File: config.mk
export PLATFORM = sky130hd
export DESIGN_NAME = registered_mult_24x24
export DESIGN_NICKNAME = d
export VERILOG_FILES = /design/src/design/mult_pkg.sv /design/src/design/registered_mult_24x24.sv
export VERILOG_INCLUDE_DIRS = /design/src /design/src/design
export SDC_FILE = /design/constraint.sdc
export NUM_CORES = 2
export LEC_CHECK = 0
export CORE_MARGIN = 4
export CORE_UTILIZATION = 50
export CTS_CLUSTER_SIZE = 25
export DETAILED_ROUTE_END_ITERATION = 8
export DONT_BUFFER_PORTS = 1
export PLACE_DENSITY_LB_ADDON = 0.3
export SLEW_MARGIN = 40
export SYNTH_ARGS = -nofsm -noshare
export SYNTH_HDL_FRONTEND = slang
export SYNTH_SLANG_ARGS = --single-unit
File: constraint.sdc
create_clock -name clk -period 9.4 [get_ports clk]
set_input_delay 2.82 -clock clk [delete_from_list [all_inputs] [get_ports clk]]
set_output_delay 2.82 -clock clk [all_outputs]
set_load 0.02 [all_outputs]
File: src/design/mult24_params.svh
// Offsets, field positions, reset values and constants of the multiplier
`ifndef MULT24_PARAMS_SVH
`define MULT24_PARAMS_SVH

// ==========================================================
// Register byte offsets
`define OFS_OPA     8'h00
`define OFS_OPB     8'h04
`define OFS_CTRL    8'h08
`define OFS_LOAD    8'h0c
`define OFS_PHIGH   8'h10
`define OFS_PLOW    8'h14
`define OFS_STATUS  8'h18
`define OFS_MASK    8'h1c

// ==========================================================
// Field positions and widths
`define OPW         24
`define PRW         48
`define CTRL_W      6
`define STAT_W      3
`define ST_DONE     0
`define ST_OVF      1
`define ST_CONFLICT 2
`define LOAD_BIT    0

// ==========================================================
// Rounding bit positions within the low half
`define RND_POS_A   23
`define RND_POS_B   22
`define RND_POS_C   21

// ==========================================================
// Reset values
`define CTRL_RST    6'h00
`define MASK_RST    3'h0
`define STAT_RST    3'h0

`endif

File: src/design/mult_pkg.sv
// Types shared by the multiplier design
package mult_pkg;

  // ==========================================================
  // Rounding position select
  typedef enum logic [1:0] {
    RND_NONE,
    RND_BIT23,
    RND_BIT22,
    RND_BIT21
  } round_sel_type;

  // ==========================================================
  // Control register layout
  typedef struct packed {
    logic          oe_low;
    logic          oe_high;
    logic [1:0]    shift;
    round_sel_type rnd;
  } ctrl_type;

endpackage

File: src/design/registered_mult_24x24.sv
// Registered 24x24 signed multiplier with APB register access
// Notes on behaviour
// RULE1 - Two operand registers load independently
// RULE2 - Operands are always two's-complement signed
// RULE3 - Full 48-bit product, split high/low
// RULE4 - Rounding adds one at bit 23/22/21
// RULE5 - Either half deliverable within one cycle
// RULE6 - Product registers load on separate strobe
// RULE7 - Separate output enables; one half per bus
// RULE8 - All registers capture on rising edge
// RULE9 - Output left shift by 0, 1, 2
// RULE10 - Overflow and normalization flags reported
// RULE11 - Overflow: lost bits; norm: top bits equal
// RULE12 - No round, no shift gives exact product
`timescale 1ns/1ps
`include "mult24_params.svh"

module registered_mult_24x24
  import mult_pkg::*;
(
  // Clock and reset
  input  wire logic        clk,
  input  wire logic        sys_rst,
  // APB slave
  input  wire logic [7:0]  paddr,
  input  wire logic        psel,
  input  wire logic        penable,
  input  wire logic        pwrite,
  input  wire logic [31:0] pwdata,
  output logic      [31:0] prdata,
  output logic             pready,
  output logic             pslverr,
  // Shared product port
  output logic      [23:0] prod_bus_out,
  output logic             prod_bus_oe,
  // Status
  output logic             ovf_flag,
  output logic             norm_flag,
  output logic             irq
);

  // ==========================================================
  // State
  logic [`OPW-1:0]    opa_reg;
  logic [`OPW-1:0]    opb_reg;
  ctrl_type           ctrl_reg;
  logic [`OPW-1:0]    phigh_reg;
  logic [`OPW-1:0]    plow_reg;
  logic               ovf_reg;
  logic               norm_reg;
  logic [`STAT_W-1:0] status_reg;
  logic [`STAT_W-1:0] status_next;
  logic [`STAT_W-1:0] mask_reg;
  logic [31:0]        prdata_reg;
  logic               pready_reg;
  logic               pslverr_reg;
  logic [23:0]        bus_out_reg;
  logic               bus_oe_reg;
  logic               irq_reg;

  // ==========================================================
  // APB decode
  logic access;
  logic wr;
  logic rd;
  logic mapped;
  logic wr_opa;
  logic wr_opb;
  logic wr_ctrl;
  logic wr_load;
  logic wr_mask;
  logic rd_status;
  logic [31:0] rd_mux;

  assign access    = psel & penable & pready_reg;
  assign wr        = access & pwrite;
  assign rd        = access & ~pwrite;
  assign wr_opa    = wr & (paddr == `OFS_OPA);
  assign wr_opb    = wr & (paddr == `OFS_OPB);
  assign wr_ctrl   = wr & (paddr == `OFS_CTRL);
  assign wr_load   = wr & (paddr == `OFS_LOAD) & pwdata[`LOAD_BIT];
  assign wr_mask   = wr & (paddr == `OFS_MASK);
  assign rd_status = rd & (paddr == `OFS_STATUS);

  always_comb
  begin
    mapped = 1'b1;
    rd_mux = 32'h0;
    unique case (paddr)
      `OFS_OPA:    rd_mux = {8'h0, opa_reg};
      `OFS_OPB:    rd_mux = {8'h0, opb_reg};
      `OFS_CTRL:   rd_mux = {26'h0, ctrl_reg};
      `OFS_LOAD:   rd_mux = 32'h0;
      `OFS_PHIGH:  rd_mux = {8'h0, phigh_reg};
      `OFS_PLOW:   rd_mux = {8'h0, plow_reg};
      `OFS_STATUS: rd_mux = {29'h0, status_reg};
      `OFS_MASK:   rd_mux = {29'h0, mask_reg};
      default:     mapped = 1'b0;
    endcase
  end

  // One wait state; read data is sampled in the first access cycle
  always_ff @(posedge clk)
  begin
    if (sys_rst)
    begin
      pready_reg  <= 1'b0;
      pslverr_reg <= 1'b0;
      prdata_reg  <= 32'h0;
    end
    else
    begin
      pready_reg  <= psel & penable & ~pready_reg;
      pslverr_reg <= psel & penable & ~pready_reg & ~mapped;
      if (psel & penable & ~pready_reg)
        prdata_reg <= pwrite ? 32'h0 : rd_mux;
    end
  end

  // ==========================================================
  // Operand registers, each with its own load strobe
  always_ff @(posedge clk)
  begin
    if (sys_rst)
      opa_reg <= '0;
    else if (wr_opa)
      opa_reg <= pwdata[`OPW-1:0]; // RULE1 RULE8
  end

  always_ff @(posedge clk)
  begin
    if (sys_rst)
      opb_reg <= '0;
    else if (wr_opb)
      opb_reg <= pwdata[`OPW-1:0]; // RULE1 RULE8
  end

  always_ff @(posedge clk)
  begin
    if (sys_rst)
    begin
      ctrl_reg <= `CTRL_RST;
      mask_reg <= `MASK_RST;
    end
    else
    begin
      if (wr_ctrl)
        ctrl_reg <= pwdata[`CTRL_W-1:0];
      if (wr_mask)
        mask_reg <= pwdata[`STAT_W-1:0];
    end
  end

  // ==========================================================
  // Product datapath
  logic signed [`PRW-1:0] prod_raw;
  logic        [`PRW-1:0] round_add;
  logic        [`PRW-1:0] rounded;
  logic        [`PRW-1:0] shifted;
  logic        [1:0]      sh_amt;
  logic                   ovf_calc;

  assign prod_raw = $signed(opa_reg) * $signed(opb_reg); // RULE2 RULE3

  always_comb
  begin
    unique case (ctrl_reg.rnd)
      RND_NONE:  round_add = '0; // RULE12
      RND_BIT23: round_add = 48'h1 << `RND_POS_A; // RULE4
      RND_BIT22: round_add = 48'h1 << `RND_POS_B; // RULE4
      RND_BIT21: round_add = 48'h1 << `RND_POS_C; // RULE4
    endcase
  end

  // Largest magnitude product is 2^46, so the round add cannot wrap
  assign rounded = prod_raw + round_add;
  // Shift code 3 is treated as a shift of two
  assign sh_amt  = (ctrl_reg.shift == 2'd3) ? 2'd2 : ctrl_reg.shift;
  assign shifted = rounded << sh_amt; // RULE9

  always_comb
  begin
    unique case (sh_amt)
      2'd1:    ovf_calc = rounded[47] ^ rounded[46]; // RULE11
      2'd2:    ovf_calc = ~((rounded[47:45] == 3'b000) |
                            (rounded[47:45] == 3'b111)); // RULE11
      default: ovf_calc = 1'b0;
    endcase
  end

  // Product registers load together on their own strobe
  always_ff @(posedge clk)
  begin
    if (sys_rst)
    begin
      phigh_reg <= '0;
      plow_reg  <= '0;
      ovf_reg   <= 1'b0;
      norm_reg  <= 1'b0;
    end
    else if (wr_load)
    begin
      phigh_reg <= shifted[`PRW-1:`OPW]; // RULE3 RULE6 RULE8
      plow_reg  <= shifted[`OPW-1:0]; // RULE3 RULE6
      ovf_reg   <= ovf_calc; // RULE10
      norm_reg  <= shifted[47] == shifted[46]; // RULE10 RULE11
    end
  end

  // ==========================================================
  // Shared output port; high half wins if both enables are set
  always_ff @(posedge clk)
  begin
    if (sys_rst)
    begin
      bus_out_reg <= '0;
      bus_oe_reg  <= 1'b0;
    end
    else
    begin
      bus_out_reg <= ctrl_reg.oe_high ? phigh_reg : plow_reg; // RULE5 RULE7
      bus_oe_reg  <= ctrl_reg.oe_high | ctrl_reg.oe_low; // RULE7
    end
  end

  // ==========================================================
  // Sticky status, cleared by reading only the bits returned
  always_comb
  begin
    status_next = status_reg;
    if (rd_status)
      status_next = status_reg & ~prdata_reg[`STAT_W-1:0];
    if (wr_load)
    begin
      status_next[`ST_DONE] = 1'b1;
      if (ovf_calc)
        status_next[`ST_OVF] = 1'b1;
    end
    if (wr_ctrl & pwdata[4] & pwdata[5])
      status_next[`ST_CONFLICT] = 1'b1; // RULE7
  end

  always_ff @(posedge clk)
  begin
    if (sys_rst)
    begin
      status_reg <= `STAT_RST;
      irq_reg    <= 1'b0;
    end
    else
    begin
      status_reg <= status_next;
      irq_reg    <= |(status_reg & mask_reg);
    end
  end

  // ==========================================================
  // Outputs
  assign prdata       = prdata_reg;
  assign pready       = pready_reg;
  assign pslverr      = pslverr_reg;
  assign prod_bus_out = bus_out_reg;
  assign prod_bus_oe  = bus_oe_reg;
  assign ovf_flag     = ovf_reg;
  assign norm_flag    = norm_reg;
  assign irq          = irq_reg;
endmodule // registered_mult_24x24

* Word level (Yosys, flattened, before mapping)
Index checks and enable logic that the tools add are counted.
Operators by class: multiplexer cells 11, multipliers 1, bitwise gates (word level) 25, $add $sub $neg 1, eq/ne operators 15, reduce and logical (&&, ||, !) cells 7, shift operators 1
Operators by type and width (number):
- $pmux W48 S4 | 1
- $pmux W24 S7 | 1
- $add A48 B48 Y48 | 1
- $mul A24 B24 Y48 | 1
- $shl A48 B2 Y48 | 1
- $eq A8 B5 Y1 const B | 4
- $mux W32 | 1
- $mux W24 | 1
- $eq A8 B4 Y1 const B | 2
- $and A1 B1 Y1 | 15
- $eq A2 B2 Y1 const B | 4
- $eq A8 B3 Y1 const B | 1
- $logic_not A8 Y1 | 1
- $reduce_or A8 Y1 | 1
- $and A3 B3 Y3 | 2
- $eq A2 B1 Y1 const B | 2
- $mux W2 | 2
- $not A1 Y1 | 4
- $reduce_bool A2 Y1 | 2
- $eq A3 B3 Y1 const B | 1
- $logic_not A3 Y1 | 1
- $mux W1 | 3
- $mux W3 | 1
- $not A3 Y3 | 1
- other kinds (6) | 7
Storage, ports and cells: logic and storage cells 81, bits of input ports 45, output and inout port bits 62, flip-flop bits (word level) 170

* Depth between registers and ports, before layout
depth after elaboration 9, gate-level depth with buffers 29, gate-level depth less buffers 26

* Least setup slack after synthesis
No wires, ideal clock.
path kind reg-to-reg, from register opa_reg[23], to register norm_reg (netlist: norm_flag), setup time 125 ps, data arrival time 7488 ps, data required time 9275 ps, path slack 1787 ps, buffers on the path 3, cell stages (with the launch flop) 26, clock period less this slack 7613 ps, cells stage by stage dfxtp_1 clkbuf_1 clkbuf_1 nand2_1 inv_1 fa_1 fa_1 inv_1 fa_1 inv_1 fa_1 fa_1 fa_1 fa_1 ha_1 buf_2 a21o_1 a21o_1 a21o_1 a2111oi_2 o21bai_1 a211o_1 o211a_2 xnor2_1 nor2_1 o41a_1
Between the ends: word-level cells in the longest chain between the ends 4
Ends and longest elaborated chain:
- start: declaration | RTL line registered_mult_24x24.sv:44 | logic [`OPW-1:0] opa_reg;
- start signal: assignment | RTL line registered_mult_24x24.sv:127 | opa_reg <= pwdata[`OPW-1:0];
- $mul A24 B24 Y48 | RTL line registered_mult_24x24.sv:163 | assign prod_raw = $signed(opa_reg) * $signed(opb_reg);
- $add A48 B48 Y48 | RTL line registered_mult_24x24.sv:176 | assign rounded = prod_raw + round_add;
- $shl A48 B2 Y48 | RTL line registered_mult_24x24.sv:179 | assign shifted = rounded << sh_amt;
- $eq A1 B1 Y1 | RTL line registered_mult_24x24.sv:206 | norm_reg <= shifted[47] == shifted[46];
- end signal: assignment | RTL line registered_mult_24x24.sv:206
- end: declaration | RTL line registered_mult_24x24.sv:50 | logic norm_reg;
No other way between the ends. A chain may end at the register's enable or synchronous reset.

* Worst setup path after layout
from register opb_reg[1], to register norm_reg (netlist: norm_flag)
Between the ends: word-level cells in the longest chain between the ends 4
Ends and longest elaborated chain:
- start: declaration | RTL line registered_mult_24x24.sv:45 | logic [`OPW-1:0] opb_reg;
- start signal: assignment | RTL line registered_mult_24x24.sv:135 | opb_reg <= pwdata[`OPW-1:0];
- $mul A24 B24 Y48 | RTL line registered_mult_24x24.sv:163
- $add A48 B48 Y48 | RTL line registered_mult_24x24.sv:176
- $shl A48 B2 Y48 | RTL line registered_mult_24x24.sv:179
- $eq A1 B1 Y1 | RTL line registered_mult_24x24.sv:206
No other way between the ends.

==> results.txt <==
----------------------------------------------------
[Status]
  Outcome ... completed

[Critical path]
  Critical register-to-register path endpoint ... norm_flag
  Data required time at the worst endpoint ... 9.74 ns
  Critical path peak fanout ... 21
  CP startpoint ... opb_reg[1]
  R2r setup slk ... 0.87 ns
  Startpoint of the most critical register-to-register path ... opb_reg[1]
  Kind of critical path ... register to register
  Reg2Reg Depth ... 21
  Critical Path End Type ... register
  Most common cell on crit path ... sky130_fd_sc_hd__fa_1
  Ordered cell list for the critical path ... and2_1, fa_1, fa_1, inv_1, fa_1, inv_1, fa_1, fa_1, fa_1, fa_1, ha_1, a21o_1, a21o_1, a21o_1, a2111oi_2, o21bai_1, a211o_1, o211a_2, xnor2_1, nor2_1, o41a_1
  Worst stage delay on the critical path ... 0.83 ns
  Critical path data arrival time ... 8.87 ns
  Critical path launch point type ... register
  Cell with the largest stage delay on the worst path ... sky130_fd_sc_hd__fa_1

[Synthesis]
  Share of the synthesized area in the top cell type ... 42.18%
  Leading register cell type out of synthesis ... sky130_fd_sc_hd__dfxtp_1
  Yosys cell types ... 100
  Number of storage elements in the synthesis netlist ... 162
  EDFF count, synth ... 0
  Leading area contributor after synthesis ... sky130_fd_sc_hd__fa_1
  Total standard cell area after synthesis ... 28950 sq um
  Count of synthesis-stage warnings from yosys ... 0
  Biggest area contributors in the synthesized netlist ... sky130_fd_sc_hd__fa_1 42%, sky130_fd_sc_hd__dfxtp_1 11%, sky130_fd_sc_hd__inv_1 7.9%
  Synth Instances ... 3258
  Post-synthesis sequential area ratio ... 11.20%
  Syn_area_per_cell ... 8.886 sq um
  Post-synthesis async set-or-reset flop share ... 0%

[Place]
  Final HPWL DP ... 65570 um
  Dpl ws ... 0.9574 ns
  Routability cong. ... 0.9234
  Port Buffer Count ... 0
  Dpl cell area ... 29630 sq um

[Final layout]
  Net count of the finished layout ... 3947
  Final standard cell utilization of the core ... 53.19%
  Ratio of cells with drive above 1 in the final layout ... 5.266%
  Area growth from synthesis to layout ... 4.400%
  Most used cells in the layout excluding fill and tap cells ... 610 x sky130_fd_sc_hd__inv_1, 610 x sky130_fd_sc_hd__fa_1, 527 x sky130_fd_sc_hd__nand2_1, 253 x sky130_fd_sc_hd__and2_1, 149 x sky130_fd_sc_hd__dfxtp_1
  Fill count ... 5244
  Total non-filler cell area in the finished layout ... 30220 sq um

[STA]
  Final worst path period share ... 90.76%
  Transition at the pin with the smallest max-transition slack ... 0.9271 ns
  Fmax ... 117.2 MHz
  Worst-case setup margin in the final layout ... 0.8685 ns
  Unrepaired setup endpoints after global routing ... no
  Relative slew slack ... 38.11%
  Setup_tns ... 0 ns
  Slew Viols, Final ... 0
  Tmin final ... 8.532 ns
  Setup violations, final ... 0
  Worst clock skew ... 0.01322 ns
  Final hold viol count ... 0

[Drt]
  Number of DRC markers after the initial detailed-route iteration ... 1809
  Detailed Route WL ... 80670 um
  Residual DRC count ... 0
  Length of the first detailed-routing pass in iterations ... 5
  Number of antenna-violating nets in the routed design ... 0
  Routed wirelength normalized by instance count ... 20.54 um
  Via density ... 5.669
  Total via count in the routed design ... 22270

[GRT]
  GR Util All Layers ... 26.62%
  Antenna violations before repair ... 1
  Global-route congestion overflow total ... 0
  First-pass GRT wire length ... 131800 um
  Pin count of the biggest net entering global routing ... 152
  Number of global-route vias before repair ... 23970

[Clock tree]
  Reg clk slew, reported paths ... 0.08 ns
  Max H-tree Level ... 4
  Clock Tree Root ... sky130_fd_sc_hd__clkbuf_16
  Clk Latency, worst-skew pair ... 0.45 ns
  Number of buffers created by CTS ... 17
  TritonCTS sink count ... 162
  Post-CTS Setup Repair Bufs ... 0
  CTS tree ... done
  Hold-fix buffers at CTS ... 0
  Maximum count of clock buffers along a single path ... 2
  Post-cts sizing count ... 0

[Die]
  Die footprint ... 61810 sq um
  Horizontal extent of the die ... 248.6 um
  Site row count ... 87
  Vertical die dimension ... 248.6 um
  Initial core utilization ... 50.95%
  I/O pin count ... 107
  Floorplan core area ... 56820 sq um

[Power]
  Max rail drop VDD ... 0.0001002 V
  Power per cell area ... 46.57 nW/um^2
  Power Total ... 1407 uW
  Leak ... 0.01471 uW

[Worst hold path]
  Source of the worst hold timing path ... plow_reg[16]
  Cell count of the worst hold path ... 2
  Hold crit path type ... register to register
  Hold EP ... plow_reg[16]

[Flow run]
  Maximum capacitance violations ... 0

----------------------------------------------------
-- how the worst max path moves through the flow --
stage / to / slack [ns] / cells past startpoint
2_1_floorplan: norm_flag / 1.79 / 25
3_3_place_gp: status_reg[1] / 0.95 / 21
3_5_place_dp: status_reg[1] / 0.96 / 21
4_1_cts: status_reg[1] / 0.90 / 21
5_1_grt: status_reg[1] / 0.45 / 21
6_report: norm_flag / 0.87 / 21
-- Yosys cell counts (all sizes together) (23+ instances only) --
| cell type | instances |
|---|---|
| fa | 610 |
| inv | 610 |
| nand2 | 530 |
| and2 | 257 |
| clkbuf | 172 |
| dfxtp | 162 |
| nor2 | 136 |
| ha | 134 |
| a21oi | 127 |
| a22oi | 71 |
| o21ai | 52 |
| mux2i | 48 |
| xnor2 | 36 |
| a21o | 28 |
| nor3 | 24 |
| nor2b | 23 |
-- metal layers --
metal | wire [um] | share of wire (%) | global-route usage [%]
met5 | 0 | 0 | 0
met4 | 2924 | 3.6 | 8.447
met3 | 6161 | 7.6 | 3.553
met2 | 38830 | 48 | 44.45
met1 | 32760 | 41 | 36.37
-- worst max-delay path, delay by kind of cell, from the launching register on --
| family | cells | cell delay, ns |
|---|---|---|
| buffers and inverters | 2 | 0.51 |
| XOR/XNOR | 1 | 0.18 |
| AND/OR/NAND/NOR | 2 | 0.35 |
| adder cells (fa/ha/maj) | 8 | 4.52 |
| flip-flops | 1 | 0.82 |
| AO/OA/AOI/OAI | 8 | 2.00 |
-- power breakdown --
group	internal [uW]	switching (uW)
sequential	686	0.734
clock	358	351
combinational	2.34	9.34
total	1050	361
-- logic make-up after synthesis --
| logic type | share of synthesized area, % |
|---|---|
| flip-flops | 11.20 |
| buffers and inverters | 10.84 |
| AO/OA/AOI/OAI | 9.491 |
| other | 0.01295 |
| AND/OR/NAND/NOR | 16.93 |
| XOR/XNOR | 1.699 |
| multiplexers | 1.854 |
| adder cells (fa/ha/maj) | 47.98 |
-- stage by stage --
step | instances | hold WS [ns]
6_report | 3928 | 0.4683
5_1_grt | 3927 | 0.4909
4_1_cts | 3927 | 0.4684
3_5_place_dp | 3895 | 0.4580
3_3_place_gp | 3895 | 0.4465
2_1_floorplan | 3265 | 0.4305
-- layout make-up --
type	instances	area (sq um)	share of cell area (%)
Clock buffer	18	429.2	1.420
Clock inverter	14	156.4	0.5175
Antenna cell	1	2.502	0.008280
Tap cell	756	945.9	3.130
Inverter	611	2293	7.589
Multi-Input combinational cell	2300	22640	74.91
Sequential cell	162	3259	10.78
Timing Repair Buffer	66	495.5	1.639
Note: power is estimated with default switching activity, not from simulation.
